`config.mk`:
```
export PLATFORM = sky130hd
export DESIGN_NAME = sec_device_flat
export DESIGN_NICKNAME = d
export VERILOG_FILES = /design/src/hw/sec_pkg.sv /design/src/hw/sec_link_if.sv /design/src/hw/sec_crc48.sv /design/src/hw/sec_device.sv /design/src/flat_wrapper.sv
export SDC_FILE = /design/constraint.sdc
export NUM_CORES = 1
export LEC_CHECK = 0
export BUFFER_PORTS_ARGS = -buffer_cell sky130_fd_sc_hd__buf_4
export CORE_MARGIN = 3
export CORE_UTILIZATION = 52
export CTS_CLUSTER_DIAMETER = 200
export CTS_CLUSTER_SIZE = 25
export DETAILED_ROUTE_END_ITERATION = 12
export PLACE_DENSITY = 0.76
export SKIP_CTS_REPAIR_TIMING = 1
export SYNTH_ARGS = -nofsm -noshare
export SYNTH_HDL_FRONTEND = slang
export SYNTH_SLANG_ARGS = --single-unit
```
`constraint.sdc`:
```
create_clock -name i_clk -period 16.8 [get_ports i_clk]
set_clock_uncertainty 0.2 [all_clocks]
set_input_delay 3.36 -clock i_clk [delete_from_list [all_inputs] [get_ports i_clk]]
set_output_delay 3.36 -clock i_clk [all_outputs]
set_load 0.005 [all_outputs]
```
`src/hw/sec_pkg.sv`:
```
// Shared constants and types of the safe encoder cyclic data link
package sec_pkg;

	// ----------------------------------------
	// Timing
	// ----------------------------------------
	localparam int CLK_PERIOD_NS = 100;
	localparam int CYCLE_TIME_NS = 1000;
	localparam int CYCLE_CYCLES = (CYCLE_TIME_NS + CLK_PERIOD_NS - 1) / CLK_PERIOD_NS;
	localparam logic [7:0] CYC_CNT_LAST = 8'(CYCLE_CYCLES - 1);

	// ----------------------------------------
	// Cyclic images, first byte on the wire in the top bits
	// ----------------------------------------
	localparam int IN_W = 80;
	localparam int OUT_W = 48;
	localparam int IN_STAT2_LSB = 72;
	localparam int IN_STAT1_LSB = 64;
	localparam int IN_POS_LSB = 32;
	localparam int IN_VEL_LSB = 0;
	localparam int OUT_CONT2_LSB = 40;
	localparam int OUT_CONT1_LSB = 32;
	localparam int OUT_PRESET_LSB = 0;

	// ----------------------------------------
	// Status and control bit positions
	// ----------------------------------------
	localparam int ST1_VEL_ERR = 0;
	localparam int ST1_PRESET_OK = 2;
	localparam int ST1_PRESET_ERR = 3;
	localparam int ST1_SAFE = 4;
	localparam int ST1_PRESET_ACT = 5;
	localparam int ST2_ACK_REQ = 0;
	localparam int ST2_LOCKED = 1;
	localparam int CT1_PREP = 0;
	localparam int CT1_REQ = 1;

	// ----------------------------------------
	// Parameter record
	// ----------------------------------------
	localparam int REC_W = 48;
	localparam int REC_DIR_LSB = 40;
	localparam int REC_RANGE_LSB = 8;
	localparam int REC_VFMT_LSB = 0;
	localparam logic [15:0] PAR_INDEX = 16'h0001;
	localparam logic [31:0] CRC_POLY = 32'h04C11DB7;
	localparam logic [31:0] CRC_INIT = 32'hFFFFFFFF;
	localparam logic [31:0] RANGE_RST = 32'h20000000;
	localparam logic [7:0] VFMT_RST = 8'h01;
	localparam logic [7:0] DIR_RST = 8'h01;

	// ----------------------------------------
	// Controller register map
	// ----------------------------------------
	localparam logic [7:0] REG_CTRL = 8'h00;
	localparam logic [7:0] REG_PRESET = 8'h04;
	localparam logic [7:0] REG_PAR_RANGE = 8'h08;
	localparam logic [7:0] REG_PAR_CFG = 8'h0C;
	localparam logic [7:0] REG_PAR_CRC = 8'h10;
	localparam logic [7:0] REG_PAR_GO = 8'h14;
	localparam logic [7:0] REG_STATUS = 8'h18;
	localparam logic [7:0] REG_POS = 8'h1C;
	localparam logic [7:0] REG_VEL = 8'h20;
	localparam logic [7:0] REG_IRQ_STAT = 8'h24;
	localparam logic [7:0] REG_IRQ_EN = 8'h28;
	localparam logic [7:0] REG_IRQ_CLR = 8'h2C;
	localparam int CTRL_PREP = 0;
	localparam int CTRL_REQ = 1;
	localparam int CTRL_REINT = 2;
	localparam int CTRL_EN = 3;
	localparam int IRQ_CYC = 0;
	localparam int IRQ_REC = 1;
	localparam int IRQ_POK = 2;
	localparam int IRQ_PERR = 3;

	typedef enum logic [1:0] {PS_IDLE, PS_PREP, PS_RUN, PS_HOLD} sec_pre_t;

endpackage : sec_pkg
```
`src/hw/sec_link_if.sv`:
```
// Link between safety controller and encoder submodule
`timescale 1ns/1ps
interface sec_link_if;
	logic cyc_req;
	logic [47:0] out_image;
	logic in_valid;
	logic [79:0] in_image;
	logic rec_req;
	logic [15:0] rec_index;
	logic [47:0] rec_data;
	logic [31:0] rec_crc;
	logic rec_ack;
	logic rec_ok;
	logic reintegrate;

	modport dev (
		input cyc_req, out_image, rec_req, rec_index, rec_data, rec_crc, reintegrate,
		output in_valid, in_image, rec_ack, rec_ok
	);
	modport ctl (
		output cyc_req, out_image, rec_req, rec_index, rec_data, rec_crc, reintegrate,
		input in_valid, in_image, rec_ack, rec_ok
	);
endinterface : sec_link_if

```
`src/hw/sec_crc48.sv`:
```
// CRC over the parameter record
`timescale 1ns/1ps
module sec_crc48 (
	input wire logic [47:0] i_data,
	output logic [31:0] o_crc
);

	logic [31:0] c;

	// Bitwise form keeps area small; record is checked on every record request
	always_comb begin
		c = sec_pkg::CRC_INIT;
		for (int i = 47; i >= 0; i--) begin
			if (c[31] ^ i_data[i]) begin
				c = {c[30:0], 1'b0} ^ sec_pkg::CRC_POLY;
			end else begin
				c = {c[30:0], 1'b0};
			end
		end
		o_crc = c;
	end

endmodule : sec_crc48

```
`src/hw/sec_device.sv`:
```
// Encoder submodule end of the cyclic safety data link
`timescale 1ns/1ps
module sec_device (
	input wire logic i_clk,
	input wire logic i_rst,
	input wire logic i_ce,
	sec_link_if.dev link,
	input wire logic [31:0] i_raw_pos,
	input wire logic [31:0] i_velocity,
	input wire logic i_vel_out_of_range,
	input wire logic i_safe_fault,
	input wire logic i_other_preset_busy,
	output logic [31:0] o_position,
	output logic o_preset_load,
	output logic [31:0] o_preset_value,
	output logic o_preset_busy,
	output logic o_params_ok,
	output logic [31:0] o_meas_range,
	output logic [2:0] o_vel_format,
	output logic o_direction,
	output logic o_ack_req
);

	// ----------------------------------------
	// State
	// ----------------------------------------
	typedef struct packed {
		sec_pkg::sec_pre_t pre;
		logic in_valid;
		logic [79:0] in_image;
		logic rec_ack;
		logic rec_ok;
		logic params_ok;
		logic [31:0] range;
		logic [7:0] vfmt;
		logic [7:0] dir;
		logic [31:0] offset;
		logic [31:0] pos;
		logic [31:0] preset;
		logic ack_req;
		logic safe_flag;
		logic preset_ok;
		logic preset_err;
		logic preset_act;
		logic load;
	} sec_dev_st_t;

	localparam sec_dev_st_t DEV_RST = '{
		pre: sec_pkg::PS_IDLE,
		range: sec_pkg::RANGE_RST,
		vfmt: sec_pkg::VFMT_RST,
		dir: sec_pkg::DIR_RST,
		default: '0
	};

	sec_dev_st_t st_reg;
	sec_dev_st_t st_next;

	// ----------------------------------------
	// Decode of the controller image
	// ----------------------------------------
	logic [7:0] cont1;
	logic prep;
	logic req;
	logic [31:0] preset_in;
	logic [31:0] crc_calc;
	logic rec_good;
	logic [32:0] pos_sum;
	logic [31:0] pos_wrap;
	logic [7:0] stat1;
	logic [7:0] stat2;

	// Only the two preset bits are looked at; the rest and the spare byte are dropped
	assign cont1 = link.out_image[sec_pkg::OUT_CONT1_LSB +: 8];
	assign prep = cont1[sec_pkg::CT1_PREP];
	assign req = cont1[sec_pkg::CT1_REQ];
	assign preset_in = link.out_image[sec_pkg::OUT_PRESET_LSB +: 32];

	sec_crc48 u_crc (
		.i_data(link.rec_data),
		.o_crc(crc_calc)
	);

	assign rec_good = (link.rec_index == sec_pkg::PAR_INDEX) && (crc_calc == link.rec_crc);

	// ----------------------------------------
	// Position with zero-point offset, kept inside the measuring range
	// ----------------------------------------
	// Raw position is assumed already below the range; one subtraction then suffices
	assign pos_sum = {1'b0, i_raw_pos} + {1'b0, st_reg.offset};
	assign pos_wrap = (pos_sum >= {1'b0, st_reg.range}) ?
		32'(pos_sum - {1'b0, st_reg.range}) : pos_sum[31:0];

	// ----------------------------------------
	// Status bytes
	// ----------------------------------------
	always_comb begin
		stat1 = 8'h00;
		stat1[sec_pkg::ST1_VEL_ERR] = i_vel_out_of_range;
		stat1[sec_pkg::ST1_PRESET_OK] = st_reg.preset_ok;
		stat1[sec_pkg::ST1_PRESET_ERR] = st_reg.preset_err;
		stat1[sec_pkg::ST1_SAFE] = st_reg.safe_flag & st_reg.params_ok & ~st_reg.ack_req;
		stat1[sec_pkg::ST1_PRESET_ACT] = st_reg.preset_act;
		stat2 = 8'h00;
		stat2[sec_pkg::ST2_ACK_REQ] = st_reg.ack_req;
		stat2[sec_pkg::ST2_LOCKED] = i_other_preset_busy;
	end

	// ----------------------------------------
	// Next state
	// ----------------------------------------
	always_comb begin
		st_next = st_reg;
		st_next.in_valid = 1'b0;
		st_next.rec_ack = 1'b0;
		st_next.load = 1'b0;
		st_next.pos = pos_wrap;

		// Fault has priority so a reintegration in the same cycle does not hide it
		if (i_safe_fault) begin
			st_next.ack_req = 1'b1;
		end else if (link.reintegrate) begin
			st_next.ack_req = 1'b0;
		end

		// Parameter record
		if (link.rec_req) begin
			st_next.rec_ack = 1'b1;
			st_next.rec_ok = rec_good;
			if (rec_good) begin
				st_next.params_ok = 1'b1;
				st_next.dir = link.rec_data[sec_pkg::REC_DIR_LSB +: 8];
				st_next.range = link.rec_data[sec_pkg::REC_RANGE_LSB +: 32];
				st_next.vfmt = link.rec_data[sec_pkg::REC_VFMT_LSB +: 8];
				// A record arriving mid-preset must not bring the safe flag back early
				st_next.safe_flag = (st_reg.pre == sec_pkg::PS_IDLE);
			end
		end

		// Preset handshake
		unique case (st_reg.pre)
			sec_pkg::PS_IDLE: begin
				// A request without preparation is ignored
				if (link.cyc_req && prep && !req) begin
					st_next.pre = sec_pkg::PS_PREP;
					st_next.safe_flag = 1'b0;
				end
			end
			sec_pkg::PS_PREP: begin
				if (link.cyc_req) begin
					if (!prep) begin
						st_next.pre = sec_pkg::PS_IDLE;
						st_next.safe_flag = st_reg.params_ok;
					end else if (req && !i_other_preset_busy) begin
						if (preset_in >= st_reg.range) begin
							st_next.preset_err = 1'b1;
							st_next.pre = sec_pkg::PS_HOLD;
						end else begin
							st_next.preset = preset_in;
							st_next.preset_act = 1'b1;
							st_next.pre = sec_pkg::PS_RUN;
						end
					end
				end
			end
			sec_pkg::PS_RUN: begin
				// New offset makes the reported position equal the preset
				if (st_reg.preset >= i_raw_pos) begin
					st_next.offset = st_reg.preset - i_raw_pos;
				end else begin
					st_next.offset = st_reg.preset + st_reg.range - i_raw_pos;
				end
				st_next.load = 1'b1;
				st_next.preset_act = 1'b0;
				st_next.preset_ok = 1'b1;
				st_next.pre = sec_pkg::PS_HOLD;
			end
			sec_pkg::PS_HOLD: begin
				// Result flags stand until both preset bits are released
				if (link.cyc_req && !prep && !req) begin
					st_next.preset_ok = 1'b0;
					st_next.preset_err = 1'b0;
					st_next.safe_flag = st_reg.params_ok;
					st_next.pre = sec_pkg::PS_IDLE;
				end
			end
		endcase

		// Answer every cycle request with the current image
		if (link.cyc_req) begin
			st_next.in_valid = 1'b1;
			st_next.in_image = {stat2, stat1, st_reg.pos, i_velocity};
		end
	end

	always_ff @(posedge i_clk or posedge i_rst) begin
		if (i_rst) begin
			st_reg <= DEV_RST;
		end else if (i_ce) begin
			st_reg <= st_next;
		end
	end

	// ----------------------------------------
	// Outputs
	// ----------------------------------------
	assign link.in_valid = st_reg.in_valid;
	assign link.in_image = st_reg.in_image;
	assign link.rec_ack = st_reg.rec_ack;
	assign link.rec_ok = st_reg.rec_ok;
	assign o_position = st_reg.pos;
	assign o_preset_load = st_reg.load;
	assign o_preset_value = st_reg.preset;
	assign o_preset_busy = st_reg.preset_act;
	assign o_params_ok = st_reg.params_ok;
	assign o_meas_range = st_reg.range;
	assign o_vel_format = st_reg.vfmt[2:0];
	assign o_direction = st_reg.dir[0];
	assign o_ack_req = st_reg.ack_req;

endmodule : sec_device

```
`src/flat_wrapper.sv`:
```
// flat-port wrapper written by rule: the top's interface ports become plain ports
module sec_device_flat 
  (i_clk, i_rst, i_ce, i_raw_pos, i_velocity, i_vel_out_of_range, i_safe_fault, i_other_preset_busy, o_position, o_preset_load, o_preset_value, o_preset_busy, o_params_ok, o_meas_range, o_vel_format, o_direction, o_ack_req, link_cyc_req, link_out_image, link_rec_req, link_rec_index, link_rec_data, link_rec_crc, link_reintegrate, link_in_valid, link_in_image, link_rec_ack, link_rec_ok);
  sec_link_if link_i ();
  input wire logic i_clk;
  input wire logic i_rst;
  input wire logic i_ce;
  input wire logic [31:0] i_raw_pos;
  input wire logic [31:0] i_velocity;
  input wire logic i_vel_out_of_range;
  input wire logic i_safe_fault;
  input wire logic i_other_preset_busy;
  output logic [31:0] o_position;
  output logic o_preset_load;
  output logic [31:0] o_preset_value;
  output logic o_preset_busy;
  output logic o_params_ok;
  output logic [31:0] o_meas_range;
  output logic [2:0] o_vel_format;
  output logic o_direction;
  output logic o_ack_req;
  input wire logic [$bits(link_i.cyc_req)-1:0] link_cyc_req;
  input wire logic [$bits(link_i.out_image)-1:0] link_out_image;
  input wire logic [$bits(link_i.rec_req)-1:0] link_rec_req;
  input wire logic [$bits(link_i.rec_index)-1:0] link_rec_index;
  input wire logic [$bits(link_i.rec_data)-1:0] link_rec_data;
  input wire logic [$bits(link_i.rec_crc)-1:0] link_rec_crc;
  input wire logic [$bits(link_i.reintegrate)-1:0] link_reintegrate;
  output wire logic [$bits(link_i.in_valid)-1:0] link_in_valid;
  output wire logic [$bits(link_i.in_image)-1:0] link_in_image;
  output wire logic [$bits(link_i.rec_ack)-1:0] link_rec_ack;
  output wire logic [$bits(link_i.rec_ok)-1:0] link_rec_ok;
  assign link_i.cyc_req = link_cyc_req;
  assign link_i.out_image = link_out_image;
  assign link_i.rec_req = link_rec_req;
  assign link_i.rec_index = link_rec_index;
  assign link_i.rec_data = link_rec_data;
  assign link_i.rec_crc = link_rec_crc;
  assign link_i.reintegrate = link_reintegrate;
  assign link_in_valid = link_i.in_valid;
  assign link_in_image = link_i.in_image;
  assign link_rec_ack = link_i.rec_ack;
  assign link_rec_ok = link_i.rec_ok;
  sec_device u_core (.i_clk(i_clk), .i_rst(i_rst), .i_ce(i_ce), .link(link_i), .i_raw_pos(i_raw_pos), .i_velocity(i_velocity), .i_vel_out_of_range(i_vel_out_of_range), .i_safe_fault(i_safe_fault), .i_other_preset_busy(i_other_preset_busy), .o_position(o_position), .o_preset_load(o_preset_load), .o_preset_value(o_preset_value), .o_preset_busy(o_preset_busy), .o_params_ok(o_params_ok), .o_meas_range(o_meas_range), .o_vel_format(o_vel_format), .o_direction(o_direction), .o_ack_req(o_ack_req));
endmodule
```
==> results.py, run 1 <==
metrics = {
    "cells_and_area": {
        "fin_nets": 2933,
        "fin_cells": 3067,
        "syn_to_final_growth_pct": 11.0,
        "largest_reg_flops": 71,
        "fill_cells": 3587,
        "drive_gt1_frac": 0.222,
    },
    "yosys": {
        "syn_avg_cell_area_um2": 9.44,
        "synth.most_common_cell": "xnor2_1",
        "seq_area_frac_synth": 0.243,
        "netlist_instances": 2351,
        "synth_seq_cells": 215,
        "post-synth-top-area-fraction": 0.239,
        "ys_top_cells_by_count": "xnor2_1, inv_1, dfrtp_1",
        "yosysWarnings": 0,
        "synth_ff_type": "dfrtp_1",
        "synth_edf_count": 0,
        "yosysUniqueCellTypes": 74,
        "syn-cell-area_um2": 22200,
        "yosysTopAreaCell": "dfrtp_1",
        "async_flop_share": 1.00,
        "synth_area_leaders": "dfrtp_1, xnor2_1, ha_1",
    },
    "worst_setup_path": {
        "reg2regPathDepth": 28,
        "crit_path_end_kind": "flop",
        "crit_type": "in -> reg",
        "cp_cell_sequence": "buf_4 -> xnor3_1 -> xor2_1 -> xnor3_1 -> xnor2_2 -> xnor3_1 -> xnor2_1 -> xnor2_1 -> xor2_1 -> xnor2_1 -> xnor2_1 -> xnor2_1 -> and3_1 -> o2111ai_1 -> nor4b_1 -> o2111ai_4 -> buf_4 -> mux2_1",
        "worstPathRequired_ns": 16.98,
        "path_common_cell": "xnor2_1",
        "cp_max_fo": 40,
        "arrival_ns": 10.10,
        "slowest_stage": "xnor2_1",
        "crit_start": "link_rec_data[32]",
        "reg2reg_slack_ns": 9.50,
        "slowest_delay_ns": 0.98,
        "r2r-start": "u_core.st_reg[71]$_DFFE_PP0P_",
        "cp-start-kind": "input pin",
        "regToRegEndpoint": "u_core.o_position[18]$_DFFE_PP0P_",
    },
    "timing": {
        "worst_pin_slew_ns": 1.24,
        "timing.fmax_ghz": 0.101,
        "slew_headroom": 0.167,
        "hold_viol_final": 0,
        "post-route-period-util": 0.590,
        "holdWs_ns": 0.287,
        "setup_viol": 0,
        "finalCriticalPeriod_ns": 9.92,
        "tns_ns": 0,
        "finalMaxSlewViolations": 0,
        "rsz0062_at_grt": "false",
    },
    "hold_path": {
        "hp-class": "reg -> reg",
        "holdPathStages": 2,
        "hold_end": "u_core.link.rec_ok$_DFFE_PP0P_",
        "hold_path_startpoint": "u_core.link.rec_ok$_DFFE_PP0P_",
    },
    "placed_design": {
        "dp_hpwl_um": 51600,
        "routabilityCongestion": 0.979,
        "dpl.cell_count": 3048,
        "io_buffer_count": 380,
    },
    "drt": {
        "ant_nets": 0,
        "drt-initial-drc-count": 1250,
        "num_vias": 16900,
        "route.detailed.drc": 0,
        "drt-met1-wl_um": 27000,
        "wl_um": 61500,
        "wl_met2_um": 28700,
        "wl_per_cell_um": 20.1,
        "top_layer_used": "met5",
        "route.met3.wl_um": 4100,
        "viasPerCell": 5.51,
        "first_pass_iters": 5,
    },
    "global_routing": {
        "overflow": 0,
        "grt.total_usage": 0.265,
        "antenna_found_initial": 5,
        "grt_pass1_wl_um": 93400,
        "grt_max_degree": 147,
        "grt_pass1_vias": 16800,
    },
    "die": {
        "die_w_um": 213,
        "io_pins": 404,
        "initial_core_util": 0.528,
        "die_area_um2": 45200,
        "rows": 75,
        "die_h_um": 213,
        "core_area_um2": 42000,
    },
    "clock_network": {
        "cts_max_level": 1,
        "clock_sinks": 215,
        "worstSkewPairLatency_ns": 0.51,
        "cts_tree": "done",
        "cts_made_buffers": 12,
        "clkSlewWorstSetupHoldPaths_ns": 0.10,
        "cts_root_buf": "clkbuf_16",
        "clockBufferDepth": 3,
    },
    "status": {
        "status": "complete, no violations",
    },
    "flow_run": {
        "drv_cap": 0,
    },
}
==> placed cells by master (no fill, tap or decap), drive strengths merged, types with 10 or more instances in the layout <==
cell and count:
buf 387, xnor2 353, inv 216, dfrtp 212, ha 159, mux2 138
a21oi 129, xor2 122, o21ai 114, nor2 111, nand2 110, a21o 61
mux2i 41, fa 34, xnor3 30, nor3 24, nand3 23, o21bai 19
o21a 18, nand2b 16, a21boi 15, clkbuf 15, nand4 14, a31oi 14
nor2b 13, and2 10
==> per-stage QoR <==
| step | setup slack (ns) | instance area [µm²] | util |
|---|---|---|---|
| floorplan | 7.37 | 22200 | - |
| global placement | 6.53 | 24300 | 0.578 |
| detailed placement | 6.49 | 24300 | 0.578 |
| CTS | 7.00 | 24600 | 0.586 |
| global route | 6.39 | 24600 | 0.586 |
| finish | 6.88 | 24600 | 0.586 |
==> worst max-delay path, delay by kind of cell <==
| family | cells | cell delay (ns) |
|---|---|---|
| buffers and inverters | 2 | 0.49 |
| and+or+nand+nor | 2 | 0.78 |
| muxes | 1 | 0.40 |
| AOI/OAI and AO/OA | 2 | 0.33 |
| xor gates and xnor gates | 11 | 4.69 |
==> how the worst max path moves through the flow <==
stage	end	slack, ns	cells after the start
after floorplan	async pin	7.37	1
after global placement	u_core.o_position[18]$_DFFE_PP0P_	6.53	29
after detailed placement	u_core.o_position[18]$_DFFE_PP0P_	6.49	29
after CTS	u_core.o_position[18]$_DFFE_PP0P_	7.00	29
after global routing	u_core.o_position[2]$_DFFE_PP0P_	6.39	30
final	u_core.o_meas_range[24]$_DFFE_PP0P_	6.88	18
==> cell families (layout without fill, tap and decap cells) <==
group / count (synthesis) / after routing / synth area share
other: 1 / 12 / 0.000169
flip-flops: 215 / 215 / 0.243
XOR/XNOR: 511 / 511 / 0.241
AND/OR/NAND/NOR: 364 / 364 / 0.0767
buffers and inverters: 452 / 618 / 0.108
AO/OA/AOI/OAI: 436 / 436 / 0.123
adder cells (fa/ha/maj): 193 / 193 / 0.120
multiplexers: 179 / 179 / 0.0885
==> area by class of cell <==
type / count / area (µm²) / share of cell area
timing repair buffer: 387 / 2910 / 0.118
multi-input combinational: 1692 / 14500 / 0.589
antenna: 3 / 7.51 / 0.000305
inverter: 215 / 815 / 0.0331
sequential: 215 / 5380 / 0.219
clock inverter: 1 / 11.3 / 0.000457
clock buffer: 15 / 333 / 0.0135
tap: 539 / 674 / 0.0274
==> routing by layer <==
metal / vias up / global-route usage
li1: 8085 / -
met1: 8106 / 0.356
met2: 611 / 0.449
met3: 87 / 0.0381
met4: 6 / 0.0709
met5: - / 0
Power of run 1 is not shown: default switching activity piles up to over one toggle a cycle in this logic, so the estimate is an artifact.
==> inputs of run 2 (changes only) <==
PLACE_DENSITY = 0.79   (was 0.76)
clock period = 8.7 ns   (was 16.8 ns; I/O delays follow)
==> run 2 against run 1 <==
Non-clock buffer count up 21. Register-to-register slack worse by 7.5 ns. Sequential share of layout area down 0.16 points. Count of clock-buffer cells in the layout down 1. Global-route usage up 1.1 points. Final cell count up 0.65%. Setup slack worse by 6.0 ns. Via count up 0.66%. First-iteration DRC count down 13%. Hold slack worse by 0.0010 ns. Flip-flop and latch count unchanged. Routed wire length up 3.5%. Critical path type unchanged.
==> results.py, run 2 (synthesis gave the netlist of run 1 again) <==
metrics = {
    "status": {
        "status": "complete, no violations",
    },
    "global_routing": {
        "grt.total_usage": 0.275,
        "grt_max_degree": 109,
        "grt_pass1_wl_um": 96000,
        "grt_pass1_vias": 16900,
        "overflow": 0,
        "antenna_found_initial": 2,
    },
    "drt": {
        "wl_per_cell_um": 20.6,
        "first_pass_iters": 5,
        "wl_um": 63700,
        "num_vias": 17000,
        "ant_nets": 0,
        "viasPerCell": 5.51,
        "drt-initial-drc-count": 1087,
        "route.detailed.drc": 0,
    },
    "worst_setup_path": {
        "regToRegEndpoint": "u_core.o_position[31]$_DFFE_PP0P_",
        "arrival_ns": 8.04,
        "reg2reg_slack_ns": 2.05,
        "crit_path_end_kind": "flop",
        "cp-start-kind": "input pin",
        "r2r-start": "u_core.st_reg[70]$_DFFE_PP0P_",
        "worstPathRequired_ns": 8.88,
        "reg2regPathDepth": 30,
        "crit_type": "in -> reg",
        "cp_max_fo": 40,
    },
    "hold_path": {
        "holdPathStages": 2,
        "hp-class": "reg -> reg",
        "hold_end": "u_core.link.in_image[68]$_DFFE_PP0P_",
        "hold_path_startpoint": "u_core.link.in_image[68]$_DFFE_PP0P_",
    },
    "cells_and_area": {
        "multi_input_area_um2": 14500,
        "fin_cells": 3087,
        "syn_to_final_growth_pct": 11.8,
        "drive_gt1_frac": 0.228,
        "regArea_um2": 5380,
        "final_cell_mix": "buf_4, xnor2_1, inv_1, dfrtp_1, ha_1",
        "final_common_cell": "buf_4",
        "final_util": 0.590,
        "fin_nets": 2954,
        "largest_reg_flops": 71,
        "fill_cells": 3707,
    },
    "timing": {
        "rsz0062_at_grt": "false",
        "slew_headroom": 0.283,
        "tns_ns": 0,
        "worst_pin_slew_ns": 1.08,
        "finalMaxSlewViolations": 0,
        "hold_viol_final": 0,
        "post-route-period-util": 0.903,
        "finalCriticalPeriod_ns": 7.86,
        "timing.fmax_ghz": 0.127,
        "setup_viol": 0,
    },
    "clock_network": {
        "worstSkewPairLatency_ns": 0.50,
        "cts_root_buf": "clkbuf_16",
        "clkSlewWorstSetupHoldPaths_ns": 0.10,
        "cts_tree": "done",
        "cts_made_buffers": 12,
        "cts_max_level": 1,
        "clock_sinks": 215,
        "clockBufferDepth": 3,
    },
    "die": {
        "initial_core_util": 0.528,
        "core_area_um2": 42000,
        "rows": 75,
        "die_w_um": 213,
        "io_pins": 404,
        "die_area_um2": 45200,
        "die_h_um": 213,
    },
    "placed_design": {
        "dp_hpwl_um": 53300,
        "routabilityCongestion": 0.949,
        "io_buffer_count": 380,
        "dpl.cell_count": 3069,
    },
    "flow_run": {
        "drv_cap": 0,
    },
}
run 2: area by class of cell:
cell class,instances,share of cell area
antenna,3,0.000303
clock buffer,14,0.0133
clock inverter,1,0.000454
inverter,215,0.0328
multi-input combinational,1692,0.585
sequential,215,0.217
tap,539,0.0272
timing repair buffer,408,0.124
run 2: layer usage:
metal  GRT usage  vias to the layer above  share of wire
li1            -                     8143              -
met3      0.0258                       63          0.056
met4      0.0580                        0          0.021
met2       0.460                      590           0.46
met1       0.391                     8210           0.46
met5           0                        -              0
run 2: per-stage QoR:
stage	cell area (µm²)	hold WS (ns)	setup WS (ns)
floorplan	22200	0.250	0.886
global placement	24500	0.263	0.535
detailed placement	24500	0.268	0.406
CTS	24800	0.289	0.934
global route	24800	0.325	0.484
finish	24800	0.286	0.842
run 2: worst max-delay path by stage:
stage	start	to	slack (ns)	cells after the start
after floorplan	i_rst	async pin	0.89	1
after global placement	link_rec_data[34]	u_core.o_meas_range[28]$_DFFE_PP0P_	0.53	19
after detailed placement	link_rec_data[38]	u_core.o_meas_range[18]$_DFFE_PP0P_	0.41	19
after CTS	link_rec_data[38]	u_core.o_meas_range[18]$_DFFE_PP0P_	0.93	19
after global routing	i_raw_pos[1]	u_core.o_position[21]$_DFFE_PP0P_	0.48	30
final	link_rec_data[38]	u_core.o_meas_range[31]$_DFFE_PP0P_	0.84	19
run 2: critical path, cell delays in order:
cell       delay (ns)
buf_4            0.17
xnor2_2          0.57
xor2_4           0.41
xnor3_1          0.58
xor2_1           0.25
xnor3_1          0.48
xnor2_4          0.21
xnor2_2          0.27
xnor3_2          0.44
xor2_4           0.35
xnor2_1          0.20
xnor2_1          0.11
or3_1            0.35
a21oi_1          0.19
o2111ai_1        0.14
nor4b_1          0.67
o2111ai_4        0.24
buf_12           0.24
mux2_1           0.35
Power of run 2 is left out for the same reason.
